==> src/lvm_pkg.sv <==
package lvm_pkg;
    // ==========================================================
    // register map (byte addresses, one word each)
    localparam logic [7:0] ADDR_REG_VSEL = 8'h00;
    localparam logic [7:0] ADDR_REG_KEY = 8'h04;
    localparam logic [7:0] ADDR_SETTLE_SEL = 8'h08;
    localparam logic [7:0] ADDR_CLK_CTRL = 8'h0C;
    localparam logic [7:0] ADDR_PWR_CTRL = 8'h10;
    localparam logic [7:0] ADDR_STATUS = 8'h14;
    // ==========================================================
    // values and keys
    localparam logic [7:0] VSEL_NORMAL = 8'h00;
    localparam logic [7:0] VSEL_LV_STOP = 8'h01;
    localparam logic [7:0] VSEL_LV_SUB = 8'h02;
    localparam logic [7:0] KEY_ENABLE = 8'hC9;
    localparam logic [7:0] KEY_LOCK = 8'h00;
    localparam logic [7:0] RST_VSEL = 8'h00;
    localparam logic [7:0] RST_KEY = 8'h00;
    localparam logic [2:0] RST_SETTLE_SEL = 3'h4;
    localparam logic [2:0] RST_DIVIDER = 3'h3;
    // ==========================================================
    // field positions
    localparam int CLK_DIV_LSB = 0;
    localparam int CLK_SUB_SEL_BIT = 3;
    localparam int CLK_SRC_STAT_BIT = 4;
    localparam int CLK_OSC_STOP_BIT = 6;
    localparam int PWR_NMI_A_MASK_BIT = 0;
    localparam int PWR_NMI_B_MASK_BIT = 1;
    localparam int PWR_INT_MASK_BIT = 2;
    localparam int PWR_STOP_BIT = 7;
    // ==========================================================
    // settle counter: count = 2 ** (base + selector)
    localparam int SETTLE_W = 20;
    localparam int SETTLE_BASE_SHIFT = 10;
    // regulator output levels
    localparam logic [1:0] REG_LVL_NORMAL = 2'h0;
    localparam logic [1:0] REG_LVL_LV_STOP = 2'h1;
    localparam logic [1:0] REG_LVL_LV_SUB = 2'h2;
    // power states
    typedef enum logic [3:0] {
        ST_RESET_WAIT = 4'b0001,
        ST_RUN = 4'b0010,
        ST_STOP = 4'b0100,
        ST_SETTLE = 4'b1000
    } pwr_state_t;
endpackage

==> src/settle_if.sv <==
`timescale 1ns/1ps
interface settle_if;
    logic start;
    logic [4:0] shift;
    logic done;
    logic busy;
    modport ctrl (output start, output shift, input done, input busy);
    modport cnt (input start, input shift, output done, output busy);
endinterface

==> src/low_voltage_mode_controller.sv <==
`timescale 1ns/1ps
module low_voltage_mode_controller (
    input wire logic sys_clk_i,
    input wire logic srst_i,
    input wire logic psel_i,
    input wire logic penable_i,
    input wire logic pwrite_i,
    input wire logic [7:0] paddr_i,
    input wire logic [31:0] pwdata_i,
    output logic [31:0] prdata_o,
    output logic pready_o,
    output logic pslverr_o,
    input wire logic nmi_a_i,
    input wire logic nmi_b_i,
    input wire logic irq_i,
    input wire logic clk_switched_i,
    input wire logic [2:0] option_settle_i,
    output logic main_osc_en_o,
    output logic subclock_sel_o,
    output logic [2:0] clock_divider_o,
    output logic [1:0] regulator_level_o,
    output logic cpu_run_o,
    output logic ext_serial_clk_en_o
);
    import lvm_pkg::*;

    settle_if sif ();

    settle_counter u_settle (
        .sys_clk_i(sys_clk_i),
        .srst_i(srst_i),
        .sif(sif)
    );

    // ==========================================================
    // input synchronisers
    logic [3:0] sync1_reg, sync2_reg;
    logic nmi_a_s, nmi_b_s, irq_s, switched_s;

    always_ff @(posedge sys_clk_i) begin
        if (srst_i) begin
            sync1_reg <= 4'h0;
            sync2_reg <= 4'h0;
        end else begin
            sync1_reg <= {clk_switched_i, irq_i, nmi_b_i, nmi_a_i};
            sync2_reg <= sync1_reg;
        end
    end

    assign nmi_a_s = sync2_reg[0];
    assign nmi_b_s = sync2_reg[1];
    assign irq_s = sync2_reg[2];
    assign switched_s = sync2_reg[3];

    // ==========================================================
    // apb slave: answer one cycle into the access phase
    logic pready_reg, pready_next;
    logic pslverr_reg, pslverr_next;
    logic [31:0] prdata_reg, prdata_next;
    logic acc_phase, wr_en, addr_ok;
    logic [7:0] wbyte;

    assign acc_phase = psel_i && penable_i;
    assign wr_en = acc_phase && pready_reg && pwrite_i && addr_ok;
    assign wbyte = pwdata_i[7:0];

    // ==========================================================
    // register file state
    logic [7:0] vsel_reg, vsel_next;
    logic [7:0] key_reg, key_next;
    logic key_armed_reg, key_armed_next;
    logic [2:0] settle_sel_reg, settle_sel_next;
    logic [2:0] divider_reg, divider_next;
    logic sub_sel_reg, sub_sel_next;
    logic osc_stop_reg, osc_stop_next;
    logic [2:0] wake_mask_reg, wake_mask_next;
    logic stop_req;
    logic [2:0] option_reg;
    logic option_taken_reg;
    logic [2:0] strap1_reg, strap2_reg;
    pwr_state_t state_reg, state_next;

    // address decode and read mux
    always_comb begin
        addr_ok = 1'b1;
        prdata_next = 32'h0000_0000;
        case (paddr_i)
            ADDR_REG_VSEL: prdata_next[7:0] = vsel_reg;
            ADDR_REG_KEY: prdata_next[7:0] = key_reg;
            ADDR_SETTLE_SEL: prdata_next[2:0] = settle_sel_reg;
            ADDR_CLK_CTRL: begin
                prdata_next[CLK_DIV_LSB +: 3] = divider_reg;
                prdata_next[CLK_SUB_SEL_BIT] = sub_sel_reg;
                prdata_next[CLK_SRC_STAT_BIT] = switched_s;
                prdata_next[CLK_OSC_STOP_BIT] = osc_stop_reg;
            end
            ADDR_PWR_CTRL: prdata_next[2:0] = wake_mask_reg;
            ADDR_STATUS: begin
                prdata_next[3:0] = state_reg;
                prdata_next[5:4] = regulator_level_o;
            end
            default: addr_ok = 1'b0;
        endcase
        pready_next = acc_phase && !pready_reg;
        pslverr_next = acc_phase && !pready_reg && !addr_ok;
        if (!(acc_phase && !pready_reg)) begin
            prdata_next = 32'h0000_0000;
        end
    end

    // register writes and key protection
    always_comb begin
        vsel_next = vsel_reg;
        key_next = key_reg;
        key_armed_next = key_armed_reg;
        settle_sel_next = settle_sel_reg;
        divider_next = divider_reg;
        sub_sel_next = sub_sel_reg;
        osc_stop_next = osc_stop_reg;
        wake_mask_next = wake_mask_reg;
        stop_req = 1'b0;
        if (wr_en) begin
            key_armed_next = 1'b0; // any write to a mapped address disarms the key, except a KEY_ENABLE write to the key register, which arms it
            case (paddr_i)
                ADDR_REG_VSEL: begin
                    if (key_armed_reg) begin
                        vsel_next = wbyte;
                    end
                end
                ADDR_REG_KEY: begin
                    key_next = wbyte;
                    key_armed_next = (wbyte == KEY_ENABLE);
                end
                ADDR_SETTLE_SEL: settle_sel_next = pwdata_i[2:0];
                ADDR_CLK_CTRL: begin
                    divider_next = pwdata_i[CLK_DIV_LSB +: 3];
                    sub_sel_next = pwdata_i[CLK_SUB_SEL_BIT];
                    osc_stop_next = pwdata_i[CLK_OSC_STOP_BIT];
                end
                ADDR_PWR_CTRL: begin
                    wake_mask_next = pwdata_i[2:0];
                    stop_req = pwdata_i[PWR_STOP_BIT];
                end
                default: stop_req = 1'b0;
            endcase
        end
    end

    always_ff @(posedge sys_clk_i) begin
        if (srst_i) begin
            pready_reg <= 1'b0;
            pslverr_reg <= 1'b0;
            prdata_reg <= 32'h0000_0000;
            vsel_reg <= RST_VSEL;
            key_reg <= RST_KEY;
            key_armed_reg <= 1'b0;
            settle_sel_reg <= RST_SETTLE_SEL;
            divider_reg <= RST_DIVIDER;
            sub_sel_reg <= 1'b0;
            osc_stop_reg <= 1'b0;
            wake_mask_reg <= 3'h0;
        end else begin
            pready_reg <= pready_next;
            pslverr_reg <= pslverr_next;
            prdata_reg <= prdata_next;
            vsel_reg <= vsel_next; // held across stop and wake
            key_reg <= key_next;
            key_armed_reg <= key_armed_next;
            settle_sel_reg <= settle_sel_next;
            divider_reg <= divider_next;
            sub_sel_reg <= sub_sel_next;
            osc_stop_reg <= osc_stop_next;
            wake_mask_reg <= wake_mask_next;
        end
    end

    // strap synchroniser, no reset so the strap is settled at release
    always_ff @(posedge sys_clk_i) begin
        strap1_reg <= option_settle_i;
        strap2_reg <= strap1_reg;
    end

    // option byte settle selector caught after reset release
    always_ff @(posedge sys_clk_i) begin
        if (srst_i) begin
            option_reg <= 3'h0;
            option_taken_reg <= 1'b0;
        end else if (!option_taken_reg) begin
            option_reg <= strap2_reg;
            option_taken_reg <= 1'b1;
        end
    end

    // ==========================================================
    // power state machine
    logic wake;
    logic lv_stop_reg, lv_stop_next;

    // unmasked wake sources only
    assign wake = (nmi_a_s && !wake_mask_reg[PWR_NMI_A_MASK_BIT])
        || (nmi_b_s && !wake_mask_reg[PWR_NMI_B_MASK_BIT])
        || (irq_s && !wake_mask_reg[PWR_INT_MASK_BIT]);

    always_comb begin
        state_next = state_reg;
        lv_stop_next = lv_stop_reg;
        sif.start = 1'b0;
        sif.shift = 5'(SETTLE_BASE_SHIFT) + {2'b00, settle_sel_reg};
        case (state_reg)
            ST_RESET_WAIT: begin
                sif.shift = 5'(SETTLE_BASE_SHIFT) + {2'b00, option_reg};
                if (option_taken_reg && !sif.busy && !sif.done) begin
                    sif.start = 1'b1;
                end
                if (sif.done) begin
                    state_next = ST_RUN;
                end
            end
            ST_RUN: begin
                if (stop_req) begin
                    state_next = ST_STOP;
                    lv_stop_next = (vsel_reg == VSEL_LV_STOP);
                end
            end
            ST_STOP: begin
                if (wake) begin
                    sif.start = 1'b1;
                    lv_stop_next = 1'b0;
                    state_next = ST_SETTLE;
                end
            end
            ST_SETTLE: begin
                if (sif.done) begin
                    state_next = ST_RUN;
                end
            end
            default: state_next = ST_RESET_WAIT;
        endcase
    end

    always_ff @(posedge sys_clk_i) begin
        if (srst_i) begin
            state_reg <= ST_RESET_WAIT;
            lv_stop_reg <= 1'b0;
        end else begin
            state_reg <= state_next;
            lv_stop_reg <= lv_stop_next;
        end
    end

    // ==========================================================
    // clock and regulator outputs
    logic osc_en_next, lv_sub_next;
    logic [1:0] level_next;
    logic osc_en_reg, sub_sel_o_reg, run_reg, ser_en_reg;
    logic [2:0] div_o_reg;
    logic [1:0] level_reg;

    always_comb begin
        lv_sub_next = switched_s && (vsel_reg == VSEL_LV_SUB);
        osc_en_next = (state_next != ST_STOP)
            && !(osc_stop_reg && switched_s);
        if (lv_stop_next) begin
            level_next = REG_LVL_LV_STOP;
        end else if (lv_sub_next) begin
            level_next = REG_LVL_LV_SUB;
        end else begin
            level_next = REG_LVL_NORMAL;
        end
    end

    always_ff @(posedge sys_clk_i) begin
        if (srst_i) begin
            osc_en_reg <= 1'b1;
            sub_sel_o_reg <= 1'b0;
            div_o_reg <= RST_DIVIDER;
            level_reg <= REG_LVL_NORMAL;
            run_reg <= 1'b0;
            ser_en_reg <= 1'b1;
        end else begin
            osc_en_reg <= osc_en_next;
            sub_sel_o_reg <= sub_sel_next;
            div_o_reg <= divider_next;
            level_reg <= level_next;
            run_reg <= (state_next == ST_RUN);
            ser_en_reg <= !lv_sub_next;
        end
    end

    assign prdata_o = prdata_reg;
    assign pready_o = pready_reg;
    assign pslverr_o = pslverr_reg;
    assign main_osc_en_o = osc_en_reg;
    assign subclock_sel_o = sub_sel_o_reg;
    assign clock_divider_o = div_o_reg;
    assign regulator_level_o = level_reg;
    assign cpu_run_o = run_reg;
    assign ext_serial_clk_en_o = ser_en_reg;
endmodule

==> src/settle_counter.sv <==
`timescale 1ns/1ps
module settle_counter (
    input wire logic sys_clk_i,
    input wire logic srst_i,
    settle_if.cnt sif
);
    import lvm_pkg::*;

    logic [SETTLE_W-1:0] count_reg, count_next;
    logic busy_reg, busy_next;
    logic done_reg, done_next;

    // ==========================================================
    // load on start, count down, pulse done once the count reaches zero
    always_comb begin
        count_next = count_reg;
        busy_next = busy_reg;
        done_next = 1'b0;
        if (sif.start) begin
            count_next = SETTLE_W'(({{(SETTLE_W-1){1'b0}}, 1'b1} << sif.shift) - 1'b1);
            busy_next = 1'b1;
        end else if (busy_reg) begin
            if (count_reg == '0) begin
                busy_next = 1'b0;
                done_next = 1'b1;
            end else begin
                count_next = count_reg - 1'b1;
            end
        end
    end

    always_ff @(posedge sys_clk_i) begin
        if (srst_i) begin
            count_reg <= '0;
            busy_reg <= 1'b0;
            done_reg <= 1'b0;
        end else begin
            count_reg <= count_next;
            busy_reg <= busy_next;
            done_reg <= done_next;
        end
    end

    assign sif.done = done_reg;
    assign sif.busy = busy_reg;
endmodule

==> config.mk <==
export PLATFORM = sky130hd
export DESIGN_NAME = low_voltage_mode_controller
export DESIGN_NICKNAME = d
export VERILOG_FILES = /design/src/lvm_pkg.sv /design/src/settle_if.sv /design/src/low_voltage_mode_controller.sv /design/src/settle_counter.sv
export SDC_FILE = /design/constraint.sdc
export NUM_CORES = 1
export LEC_CHECK = 0
export ABC_AREA = 1
export BUFFER_PORTS_ARGS = -buffer_cell sky130_fd_sc_hd__buf_2
export CAP_MARGIN = 10
export CORE_UTILIZATION = 51
export CTS_BUF_LIST = sky130_fd_sc_hd__clkbuf_8
export CTS_CLUSTER_DIAMETER = 120
export DETAILED_ROUTE_END_ITERATION = 8
export GPL_ROUTABILITY_DRIVEN = 0
export PLACE_DENSITY = 0.81
export SYNTH_ARGS = -nofsm -noshare
export SYNTH_HDL_FRONTEND = slang
export SYNTH_SLANG_ARGS = --single-unit
==> constraint.sdc <==
create_clock -name sys_clk_i -period 2.4 [get_ports sys_clk_i]
set_clock_uncertainty 0.15 [all_clocks]
set_input_delay 0.12 -clock sys_clk_i [delete_from_list [all_inputs] [get_ports sys_clk_i]]
set_output_delay 0.12 -clock sys_clk_i [all_outputs]
set_load 0.05 [all_outputs]
==> load_flow_metrics.sql, run 1 <==
INSERT INTO impl_metrics (metric_group, metric, value, unit) VALUES
('detailed_routing', 'drt_first_iter_violations', '480', ''),
('clock_network', 'clock_path_buffers', '2', ''),
('clock_network', 'htree_num_levels', '3', ''),
('worst_setup_path', 'worstSetupStartpointType', 'flip-flop', ''),
('floorplan', 'die_area', '8860', 'um^2'),
('timing', 'finalSetupViolCount', '1', ''),
('power_and_ir_drop', 'total_power', '5500', 'uW'),
('run_status', 'violations_in_the_final_reports', 'negative setup slack', ''),
('run', 'max_cap_viol_count', '0', ''),
('timing', 'max_freq', '416', 'MHz'),
('synth', 'ys_warn_count', '0', ''),
('global_routing', 'antenna_violations_before_repair', '0', ''),
('global_routing', 'grt-ovfl-total', '0', ''),
('global_routing', 'maximum_number_of_pins_on_one_net_before_global_route_repair', '25', ''),
('timing', 'slew_viol_final', '0', ''),
('floorplan', 'core_footprint', '8220', 'um^2'),
('synth', 'synth-seq-cells', '87', ''),
('finish', 'finish.cell_count_without_fillers', '802', ''),
('worst_setup_path', 'longest_individual_stage_delay_on_the_worst_path', '340', 'ps'),
('global_routing', 'grt_pass1_vias', '3666', ''),
('power_and_ir_drop', 'p_per_area', '1060', 'nW/um^2'),
('clock_network', 'cts-root-buf', 'clkbuf_8', ''),
('power_and_ir_drop', 'pleak', '0.00232', 'uW'),
('timing', 'relSlewSlack', '61.7', '%'),
('worst_setup_path', 'worstPathArrival', '2530', 'ps'),
('synth', 'postSynthCellCount', '616', ''),
('timing', 'layout_worst_path_cycle_share', '100', '%'),
('place', 'post-place-cells', '759', ''),
('place', 'place_area', '4560', 'um^2'),
('timing', 'final.setup.worst_slack', '-4.39', 'ps'),
('worst_setup_path', 'worst-path-max-fanout', '6', ''),
('timing', 'unrepaired_setup_endpoints_after_global_routing', 'true', ''),
('finish', 'antenna_cells', '0', ''),
('finish', 'layout.nets', '746', ''),
('timing', 'setup-tns-final', '-4.39', 'ps'),
('detailed_routing', 'routedWlPerCell', '13.7', 'um'),
('worst_setup_path', 'timing.critical_path.cells', 'inv_2, nand2_2, nor2_4, nand2_2, nand2_4, ha_4, nor2_2, nand2_1, o21ai_1, nor2_4, nand2_4, nor2_4, nand2_1, nand2_1, nor2_1, nor2_1', ''),
('synth', 'number_of_distinct_library_cells_after_synthesis', '41', ''),
('worst_setup_path', 'endpoint_kind', 'flip-flop', ''),
('place', 'post-place-ws', '-22.7', 'ps'),
('detailed_routing', 'remaining_drc_errors', '0', ''),
('detailed_routing', 'vias', '4310', ''),
('detailed_routing', 'avgViaCountPerCell', '5.37', ''),
('worst_setup_path', 'crit_slowest_cell', 'dfxtp_1', ''),
('worst_hold_path', 'cell_depth_of_the_worst_hold_path', '5', ''),
('place', 'hpwl', '7410', 'um'),
('global_routing', 'grt_pass1_wl', '16800', 'um'),
('worst_setup_path', 'r2r.worst_path.cells', '16', ''),
('worst_setup_path', 'worstPathRequired', '2520', 'ps'),
('finish', 'largest_reg_flops', '20', ''),
('timing', 'final_period_minus_worst_setup_slack', '2400', 'ps'),
('timing', 'tightest_slew', '574', 'ps'),
('floorplan', 'die_width', '94.1', 'um'),
('run_status', 'status', 'finished, violations left', ''),
('finish', 'post_layout_instance_area', '5180', 'um^2'),
('clock_network', 'cts.sink_count', '87', ''),
('detailed_routing', 'finalWirelength', '11000', 'um'),
('worst_setup_path', 'worst-setup-path-type', 'flip-flop to flip-flop', ''),
('power_and_ir_drop', 'vdd_ir_drop_max', '0.000714', 'V'),
('clock_network', 'clk_latency', '380', 'ps'),
('synth', 'syn_area', '4330', 'um^2'),
('finish', 'drive_gt1_share', '23.0', '%'),
('floorplan', 'core.rowCount', '33', ''),
('finish', 'area_growth', '19.6', '%'),
('clock_network', 'cts.clk_slew.worst_paths', '110', 'ps'),
('detailed_routing', 'postRouteAntennaNets', '0', ''),
('floorplan', 'floorplan.die.height', '94.1', 'um'),
('clock_network', 'tritoncts', 'built', ''),
('floorplan', 'initial_core_util', '52.7', '%'),
('place', 'port-buffer-count', '46', ''),
('floorplan', 'io-pin-count', '95', ''),
('worst_hold_path', 'hold_path_class', 'input pin to flip-flop', ''),
('detailed_routing', 'drt-pass1-iter-count', '6', ''),
('clock_network', 'tritoncts_buffer_count', '9', ''),
('synth', 'avgSynthCellArea', '7.03', 'um^2'),
('synth', 'synth_seq_area_share', '40.2', '%'),
('timing', 'hold_viol', '0', ''),
('global_routing', 'grt_util_all_layers', '24.5', '%');
[per-stage QoR]
| stage | util, % | hold WS, ps |
|---|---|---|
| after floorplan | - | -2.28 |
| after global placement | 55.6 | 73.1 |
| after detailed placement | 55.6 | 73.6 |
| after CTS | 60.3 | 58.2 |
| after global routing | 63.0 | 100 |
| final | 63.0 | 56.2 |
[synth_stat cells]
library cell,count,share of area (%)
a211oi_1,2,0.35
a21oi_1,41,4.7
a221oi_1,3,0.61
a31oi_1,5,0.72
a32o_1,1,0.23
a41oi_1,2,0.40
and3_1,3,0.43
buf_1,1,0.087
buf_2,2,0.23
buf_4,26,4.5
buf_6,1,0.26
buf_8,2,0.69
clkbuf_1,8,0.69
clkinv_1,1,0.087
conb_1,1,0.087
dfxtp_1,87,40
ha_1,2,0.58
inv_1,72,6.2
inv_2,11,0.95
nand2_1,116,10
nand2_2,7,1.0
nand2_4,5,1.3
nand3_1,31,3.6
nand3_2,2,0.46
nand4_1,19,2.7
nor2_1,83,7.2
nor2_2,14,2.0
nor2_4,3,0.78
nor3_1,12,1.4
nor3_4,1,0.38
nor3b_1,1,0.17
nor4_1,3,0.43
o211ai_1,6,1.0
o21ai_0,22,2.5
o21ai_1,12,1.4
o21ai_2,1,0.20
o22ai_1,2,0.29
o31ai_1,1,0.17
o32ai_1,1,0.20
or2_2,2,0.29
xnor2_1,1,0.20
[critical path, delay by kind of cell (launching register included)]
| family | cells | cell delay [ps] |
|---|---|---|
| fa+ha+maj | 1 | 220 |
| buf+inv | 1 | 100 |
| simple gates | 13 | 1230 |
| flops | 1 | 340 |
| compound gates | 1 | 260 |
[placed cells by master (no fill, tap or decap), types with 4 or more instances in the layout]
cell type,instances
nand3_2,4
dfxtp_1,83
nor3_1,12
o21ai_0,20
nor2_1,74
a21oi_1,41
inv_1,68
a31oi_1,5
nand2_4,7
o21ai_1,14
o211ai_1,6
dlygate4sd3_1,18
nand2_1,104
buf_4,18
conb_1,24
nand3_1,28
inv_4,4
clkbuf_8,9
nor2_2,16
inv_6,4
inv_2,11
buf_2,46
nand2_2,16
nand4_1,19
nor2_4,10
[path summary, 6_finish.rpt]
check / from / slack, ps / endpoint
max: state_reg[1] / -4 / u_settle.count_reg[16]
min: paddr_i[2] / 60 / prdata_o[6]
max reg2reg: state_reg[1] / -4 / u_settle.count_reg[16]
min reg2reg: strap1_reg[1] / 190 / strap2_reg[1]
[report_power, final]
part / switching (uW) / total, uW / leakage (uW) / internal [uW]
combinational: 1790 / 2730 / 0.00150 / 947
sequential: 120 / 1740 / 0.000712 / 1620
clock: 618 / 1030 / 0.0000999 / 409
total: 2520 / 5500 / 0.00232 / 2980
[logic make-up after synthesis]
kind of cell             Yosys count  share of synthesized area, %
adder cells (fa/ha/maj)            2                         0.578
AND/OR/NAND/NOR                  302                          32.3
flip-flops                        87                          40.2
XOR/XNOR                           1                         0.202
buffers and inverters            124                          13.8
AO/OA/AOI/OAI                     99                          12.9
other                              1                        0.0866
[layout make-up]
class	count	area, um^2
clock inverters	7	71.3
inverters	84	325
fillers	676	3040
repair buffers	82	546
multi-input cells	428	2230
clock buffers	9	124
well taps	105	131
flip-flops and latches	87	1750
[metal layers]
metal	vias to the layer above	GRT usage (%)	routed length, um
met3	41	6.55	1040
met4	0	10.5	351
met1	1920	32.8	4700
met5	-	0	0
met2	251	36.8	4880
li1	2098	-	-
[timing repair]
action / 4_1_cts / 5_1_grt
setup endpoints to repair: 5 / 14
resized for setup: 4 / 51
hold endpoints to repair: 34 / 0
setup buffers: 0 / 9
pin swaps: 0 / 25
hold buffers: 18 / 0
Power figures use the tool's default switching activity.
==> inputs of run 2 (changes only) <==
--- a/config.mk
+++ b/config.mk
@@ -6,14 +6,14 @@
 export NUM_CORES = 1
 export LEC_CHECK = 0
 export ABC_AREA = 1
-export BUFFER_PORTS_ARGS = -buffer_cell sky130_fd_sc_hd__buf_2
 export CAP_MARGIN = 10
 export CORE_UTILIZATION = 51
 export CTS_BUF_LIST = sky130_fd_sc_hd__clkbuf_8
 export CTS_CLUSTER_DIAMETER = 120
 export DETAILED_ROUTE_END_ITERATION = 8
+export DONT_BUFFER_PORTS = 1
 export GPL_ROUTABILITY_DRIVEN = 0
-export PLACE_DENSITY = 0.81
+export PLACE_DENSITY = 0.71
 export SYNTH_ARGS = -nofsm -noshare
 export SYNTH_HDL_FRONTEND = slang
 export SYNTH_SLANG_ARGS = --single-unit
==> constraint.sdc (replaced) <==
create_clock -name sys_clk_i -period 2.4 [get_ports sys_clk_i]
set_clock_uncertainty 0.15 [all_clocks]
set_input_delay 0.36 -clock sys_clk_i [delete_from_list [all_inputs] [get_ports sys_clk_i]]
set_output_delay 0.36 -clock sys_clk_i [all_outputs]
set_load 0.05 [all_outputs]
==> run 2 against run 1 <==
The run now ends clean. Combinational power down 2%. Global-route usage rose by 0.28 points. Sequential cell count is the same. Worst setup slack better by 82 ps. Sequential share of layout area up 1.0 points. Core utilization shrank 2.0 points.
==> load_flow_metrics.sql, run 2 (synthesis results as in run 1) <==
INSERT INTO impl_metrics (metric_group, metric, value, unit) VALUES
('run_status', 'status', 'completed', ''),
('finish', 'antenna_cells', '0', ''),
('power_and_ir_drop', 'pleak', '0.00217', 'uW'),
('worst_setup_path', 'worstSetupStartpointType', 'flip-flop', ''),
('power_and_ir_drop', 'sequentialPowerShare', '31.3', '%'),
('worst_setup_path', 'endpoint_kind', 'flip-flop', ''),
('timing', 'relSlewSlack', '55.7', '%'),
('power_and_ir_drop', 'combinationalPowerShare', '47.4', '%'),
('power_and_ir_drop', 'power.share.clock', '21.3', '%'),
('timing', 'slew_viol_final', '0', ''),
('power_and_ir_drop', 'total_power', '5640', 'uW'),
('finish', 'mostFrequentLayoutCells', '105 x nand2_1, 84 x dfxtp_1, 76 x nor2_1, 71 x inv_1, 41 x a21oi_1', ''),
('detailed_routing', 'drt_first_iter_violations', '335', ''),
('timing', 'final_period_minus_worst_setup_slack', '2320', 'ps'),
('detailed_routing', 'drt-pass1-iter-count', '7', ''),
('detailed_routing', 'avgViaCountPerCell', '5.36', ''),
('clock_network', 'clock_path_buffers', '2', ''),
('global_routing', 'grt-ovfl-total', '0', ''),
('detailed_routing', 'remaining_drc_errors', '0', ''),
('finish', 'layout.nets', '706', ''),
('finish', 'final_core_utilization', '61.0', '%'),
('floorplan', 'core_footprint', '8220', 'um^2'),
('floorplan', 'die_area', '8860', 'um^2'),
('power_and_ir_drop', 'p_switching', '2360', 'uW'),
('global_routing', 'maximum_number_of_pins_on_one_net_before_global_route_repair', '36', ''),
('timing', 'tightest_slew', '659', 'ps'),
('power_and_ir_drop', 'intPower', '3290', 'uW'),
('timing', 'layout_worst_path_cycle_share', '96.8', '%'),
('worst_setup_path', 'worstPathArrival', '2430', 'ps'),
('finish', 'area_growth', '15.7', '%'),
('detailed_routing', 'finalWirelength', '10600', 'um'),
('clock_network', 'cts-root-buf', 'clkbuf_8', ''),
('timing', 'hold_viol', '0', ''),
('place', 'place_area', '4380', 'um^2'),
('timing', 'max_freq', '431', 'MHz'),
('detailed_routing', 'routedWlPerCell', '13.9', 'um'),
('place', 'port-buffer-count', '0', ''),
('finish', 'largest_reg_flops', '20', ''),
('worst_hold_path', 'hold_path_class', 'input pin to flip-flop', ''),
('worst_setup_path', 'worst-setup-path-type', 'flip-flop to flip-flop', ''),
('worst_setup_path', 'worstPathRequired', '2510', 'ps'),
('global_routing', 'grt_util_all_layers', '24.8', '%'),
('finish', 'post_layout_instance_area', '5010', 'um^2'),
('clock_network', 'htree_num_levels', '3', ''),
('clock_network', 'tritoncts', 'built', ''),
('power_and_ir_drop', 'switching_share', '41.7', '%'),
('detailed_routing', 'postRouteAntennaNets', '0', ''),
('clock_network', 'cts.clk_slew.worst_paths', '100', 'ps'),
('place', 'hpwl', '7420', 'um'),
('floorplan', 'die_width', '94.1', 'um'),
('clock_network', 'tritoncts_buffer_count', '9', ''),
('timing', 'setup-tns-final', '0', 'ps'),
('power_and_ir_drop', 'vdd_ir_drop_max', '0.000785', 'V'),
('floorplan', 'initial_core_util', '52.7', '%'),
('global_routing', 'grt_pass1_wl', '17000', 'um'),
('floorplan', 'floorplan.die.height', '94.1', 'um'),
('finish', 'leading_cell_type_in_the_layout_fill_and_taps_excluded', 'nand2_1', ''),
('timing', 'unrepaired_setup_endpoints_after_global_routing', 'true', ''),
('global_routing', 'antenna_violations_before_repair', '0', ''),
('finish', 'drive_gt1_share', '17.7', '%'),
('floorplan', 'core.rowCount', '33', ''),
('floorplan', 'io-pin-count', '95', ''),
('detailed_routing', 'vias', '4085', ''),
('worst_setup_path', 'worst-path-max-fanout', '6', ''),
('run', 'max_cap_viol_count', '0', ''),
('timing', 'finalSetupViolCount', '0', ''),
('clock_network', 'cts.sink_count', '87', ''),
('global_routing', 'grt_pass1_vias', '3685', ''),
('power_and_ir_drop', 'p_per_area', '1130', 'nW/um^2'),
('finish', 'layout.filler_cells', '733', ''),
('clock_network', 'clk_latency', '370', 'ps');
## run 2: cell type report
cell class | instances | area, um^2 | share of cell area, %
clock buffer | 10 | 138 | 2.75
clock inverter | 6 | 100 | 2.00
inverter | 84 | 322 | 6.42
multi-input combinational | 428 | 2180 | 43.6
sequential | 87 | 1750 | 34.8
tap | 105 | 131 | 2.62
timing repair buffer | 42 | 390 | 7.79
## run 2: repair_timing
action                     in CTS  in global routing
hold endpoints to repair       44                  1
setup endpoints to repair       1                 15
hold buffers                   15                  1
setup buffers                   1                 11
pin swaps                       1                  9
resized for setup               0                 37
## run 2: power groups by stage
stage | Clock [uW] | Combinational, uW | Sequential [uW]
CTS | 1220 | 2190 | 1760
floorplan | 0 | 1800 | 1770
global placement | 0 | 2100 | 1790
global route | 1290 | 2970 | 1790
detailed placement | 0 | 2140 | 1790
finish | 1200 | 2670 | 1770
## run 2: worst paths after layout
path                 start                endpoint  slack, ps  cells after the start
max           state_reg[3]  u_settle.count_reg[17]         80                     17
min            pwdata_i[4]             vsel_reg[4]          3                      2
max reg2reg   state_reg[3]  u_settle.count_reg[17]         80                     17
min reg2reg  strap1_reg[2]           strap2_reg[2]        180                      0
## run 2: critical path, stage by stage (launching register included)
cell     delay [ps]
dfxtp_2         350
inv_2           100
nand2_4          60
nor2_4          160
nand2_2          90
nand2_4          80
ha_4            200
inv_1            70
nor2_2           50
nand2_4          90
nor2_2           60
nor2_4          120
nand2_2          80
nor2_4          190
buf_4           150
nand4_1          80
nand3_1          90
nand2_1          50
## run 2: through the flow
step	cells	hold WS (ps)	setup WS [ps]
floorplan	639	160	235
global placement	718	160	53.3
detailed placement	718	165	28.4
CTS	750	0.746	2.99
global route	762	2.54	-65.9
finish	762	3.15	77.9
## run 2: per-layer routing
metal | vias up | global-route usage [%] | wire (um)
met4 | 0 | 8.08 | 177
met2 | 172 | 39.6 | 4790
li1 | 2028 | - | -
met1 | 1859 | 32.8 | 4860
met3 | 26 | 5.66 | 776
met5 | - | 0 | 0
==> inputs of run 3 (changes only) <==
--- a/config.mk
+++ b/config.mk
@@ -6,14 +6,14 @@
 export NUM_CORES = 1
 export LEC_CHECK = 0
 export ABC_AREA = 1
+export BUFFER_PORTS_ARGS = -buffer_cell sky130_fd_sc_hd__buf_2
 export CAP_MARGIN = 10
 export CORE_UTILIZATION = 51
 export CTS_BUF_LIST = sky130_fd_sc_hd__clkbuf_8
 export CTS_CLUSTER_DIAMETER = 120
 export DETAILED_ROUTE_END_ITERATION = 8
-export DONT_BUFFER_PORTS = 1
 export GPL_ROUTABILITY_DRIVEN = 0
-export PLACE_DENSITY = 0.71
+export PLACE_DENSITY = 0.81
 export SYNTH_ARGS = -nofsm -noshare
 export SYNTH_HDL_FRONTEND = slang
 export SYNTH_SLANG_ARGS = --single-unit
==> run 3 against run 2 <==
The run now ends with negative setup slack left. Highest routed layer unchanged. Power increased by 2.0%. Hold slack improved by 35 ps. Combinational power increased by 6%. Routed wire length increased by 3.8%. Critical path depth unchanged.
==> load_flow_metrics.sql, run 3 (synthesis results as in run 1) <==
INSERT INTO impl_metrics (metric_group, metric, value, unit) VALUES
('run_status', 'status', 'finished, violations left', ''),
('floorplan', 'initial_core_util', '52.7', '%'),
('clock_network', 'cts.clk_slew.worst_paths', '90', 'ps'),
('timing', 'finalSetupViolCount', '1', ''),
('timing', 'hold_viol', '0', ''),
('global_routing', 'grt_util_all_layers', '25.2', '%'),
('floorplan', 'core.rowCount', '33', ''),
('clock_network', 'tritoncts', 'built', ''),
('clock_network', 'clk_latency', '380', 'ps'),
('worst_setup_path', 'crit_slowest_cell', 'dfxtp_4', ''),
('timing', 'slew_viol_final', '0', ''),
('timing', 'layout_worst_path_cycle_share', '101', '%'),
('clock_network', 'cts.sink_count', '87', ''),
('detailed_routing', 'remaining_drc_errors', '0', ''),
('worst_setup_path', 'worst-path-max-fanout', '5', ''),
('run_status', 'violations_in_the_final_reports', 'negative setup slack', ''),
('detailed_routing', 'postRouteAntennaNets', '0', ''),
('place', 'place_area', '4600', 'um^2'),
('power_and_ir_drop', 'total_power', '5760', 'uW'),
('finish', 'area_growth', '18.7', '%'),
('floorplan', 'die_area', '8860', 'um^2'),
('power_and_ir_drop', 'p_per_area', '1120', 'nW/um^2'),
('run', 'max_cap_viol_count', '0', ''),
('global_routing', 'grt_pass1_wl', '17300', 'um'),
('power_and_ir_drop', 'combinationalPowerShare', '49.4', '%'),
('clock_network', 'htree_num_levels', '3', ''),
('place', 'port-buffer-count', '46', ''),
('finish', 'post_layout_instance_area', '5140', 'um^2'),
('timing', 'final_period_minus_worst_setup_slack', '2420', 'ps'),
('power_and_ir_drop', 'vdd_ir_drop_max', '0.000790', 'V'),
('power_and_ir_drop', 'p_switching', '2510', 'uW'),
('worst_hold_path', 'hold_path_class', 'input pin to flip-flop', ''),
('floorplan', 'die_width', '94.1', 'um'),
('worst_setup_path', 'worstPathArrival', '2540', 'ps'),
('clock_network', 'tritoncts_buffer_count', '9', ''),
('detailed_routing', 'finalWirelength', '11000', 'um'),
('finish', 'layout.nets', '738', ''),
('worst_hold_path', 'cell_depth_of_the_worst_hold_path', '3', ''),
('worst_setup_path', 'worstSetupStartpointType', 'flip-flop', ''),
('floorplan', 'core_footprint', '8220', 'um^2'),
('power_and_ir_drop', 'switching_share', '43.5', '%'),
('worst_setup_path', 'regToRegEndpoint', 'u_settle.count_reg[17]', ''),
('power_and_ir_drop', 'intPower', '3250', 'uW'),
('worst_setup_path', 'endpoint_kind', 'flip-flop', ''),
('detailed_routing', 'drt_first_iter_violations', '487', ''),
('worst_setup_path', 'longest_individual_stage_delay_on_the_worst_path', '380', 'ps'),
('worst_hold_path', 'whs_endpoint', 'sync1_reg[3]', ''),
('detailed_routing', 'drt-pass1-iter-count', '6', ''),
('timing', 'tightest_slew', '591', 'ps'),
('global_routing', 'antenna_violations_before_repair', '0', ''),
('detailed_routing', 'vias', '4322', ''),
('finish', 'drive_gt1_share', '23.9', '%'),
('worst_setup_path', 'setup.reg_to_reg.worst_slack', '-20', 'ps'),
('finish', 'leading_cell_type_in_the_layout_fill_and_taps_excluded', 'nand2_1', ''),
('worst_setup_path', 'worstPathRequired', '2510', 'ps'),
('timing', 'final.setup.worst_slack', '-21.2', 'ps'),
('worst_hold_path', 'hp-start', 'clk_switched_i', ''),
('floorplan', 'io-pin-count', '95', ''),
('timing', 'relSlewSlack', '60.5', '%'),
('finish', 'antenna_cells', '0', ''),
('floorplan', 'floorplan.die.height', '94.1', 'um'),
('detailed_routing', 'avgViaCountPerCell', '5.44', ''),
('worst_setup_path', 'r2r.worst_path.cells', '17', ''),
('finish', 'largest_reg_flops', '20', ''),
('finish', 'layout.filler_cells', '680', ''),
('clock_network', 'cts-root-buf', 'clkbuf_8', ''),
('detailed_routing', 'routedWlPerCell', '13.9', 'um'),
('clock_network', 'clock_path_buffers', '2', ''),
('worst_setup_path', 'timing.critical_path.cells', 'inv_2, nand2_2, nor2_4, nand2_2, nand2_2, ha_4, inv_2, nor2_2, nand2_4, nor2_4, nor2_4, nand2_2, nor2_4, buf_6, nand4_1, nand3_1, nand2_1', ''),
('timing', 'max_freq', '413', 'MHz'),
('power_and_ir_drop', 'pleak', '0.00231', 'uW'),
('worst_setup_path', 'origin_of_the_critical_flop_to_flop_path', 'state_reg[2]', ''),
('worst_setup_path', 'worst-setup-path-type', 'flip-flop to flip-flop', ''),
('global_routing', 'grt_pass1_vias', '3818', ''),
('power_and_ir_drop', 'sequentialPowerShare', '30.4', '%'),
('global_routing', 'grt-ovfl-total', '0', ''),
('power_and_ir_drop', 'power.share.clock', '20.2', '%'),
('global_routing', 'maximum_number_of_pins_on_one_net_before_global_route_repair', '26', ''),
('place', 'hpwl', '7630', 'um'),
('finish', 'mostFrequentLayoutCells', '105 x nand2_1, 83 x dfxtp_1, 74 x nor2_1, 69 x inv_1, 46 x buf_2', '');
run 3: worst max path at each step:
stage | from | end | slack [ps] | cells after the start
6_report | state_reg[2] | u_settle.count_reg[17] | -20 | 17
5_1_grt | state_reg[3] | u_settle.count_reg[17] | -130 | 17
4_1_cts | state_reg[3] | u_settle.count_reg[18] | 10 | 16
3_5_place_dp | state_reg[2] | u_settle.count_reg[19] | -50 | 17
3_3_place_gp | state_reg[3] | u_settle.count_reg[19] | 60 | 18
2_1_floorplan | state_reg[0] | u_settle.count_reg[19] | 230 | 17
run 3: worst max-delay path: cells and delay by family, from the launching register on:
kind	cells	cell delay, ps
fa+ha+maj	1	230
flops	1	380
simple gates	13	1280
buf+inv	3	270
run 3: final cells by class:
class                           instances  area [um^2]  share of cell area (%)
Multi-Input combinational cell        428         2250                    43.7
Clock buffer                            9          124                    2.41
Inverter                               84          323                    6.28
Timing Repair Buffer                   74          459                    8.94
Clock inverter                          7          101                    1.97
Tap cell                              105          131                    2.56
Sequential cell                        87         1750                    34.1
run 3: repair_timing:
item	CTS	global route
buffers inserted	2	9
hold buffers	3	0
hold endpoints to repair	3	0
endpoints found under the setup margin	9	14
gates resized for setup	8	50
pin swaps	5	23
run 3: power groups by stage:
stage	registers (uW)	clock network, uW	logic (uW)
after global routing	1770	1230	3120
final	1750	1160	2840
after floorplan	1770	0	1800
after global placement	1760	0	2110
after detailed placement	1770	0	2180
after CTS	1740	1170	2280
run 3: layer usage:
| metal | track usage, % | up-vias | wire length [um] |
|---|---|---|---|
| met5 | 0 | - | 0 |
| met3 | 6.07 | 39 | 1160 |
| li1 | - | 2082 | - |
| met2 | 39.9 | 272 | 5070 |
| met4 | 10.3 | 0 | 336 |
| met1 | 32.8 | 1929 | 4440 |
run 3: metrics by stage:
| stage | util, % | TNS (ps) | setup WS, ps | hold WS [ps] | instances |
|---|---|---|---|---|---|
| detailed placement | 56.0 | -99.5 | -50.7 | 166 | 764 |
| CTS | 59.7 | 0 | 10.5 | 33.9 | 785 |
| global route | 62.5 | -354 | -127 | 27.1 | 794 |
| floorplan | - | 0 | 235 | 160 | 639 |
| global placement | 56.0 | 0 | 61.4 | 163 | 764 |
| finish | 62.5 | -21.2 | -21.2 | 38.0 | 794 |
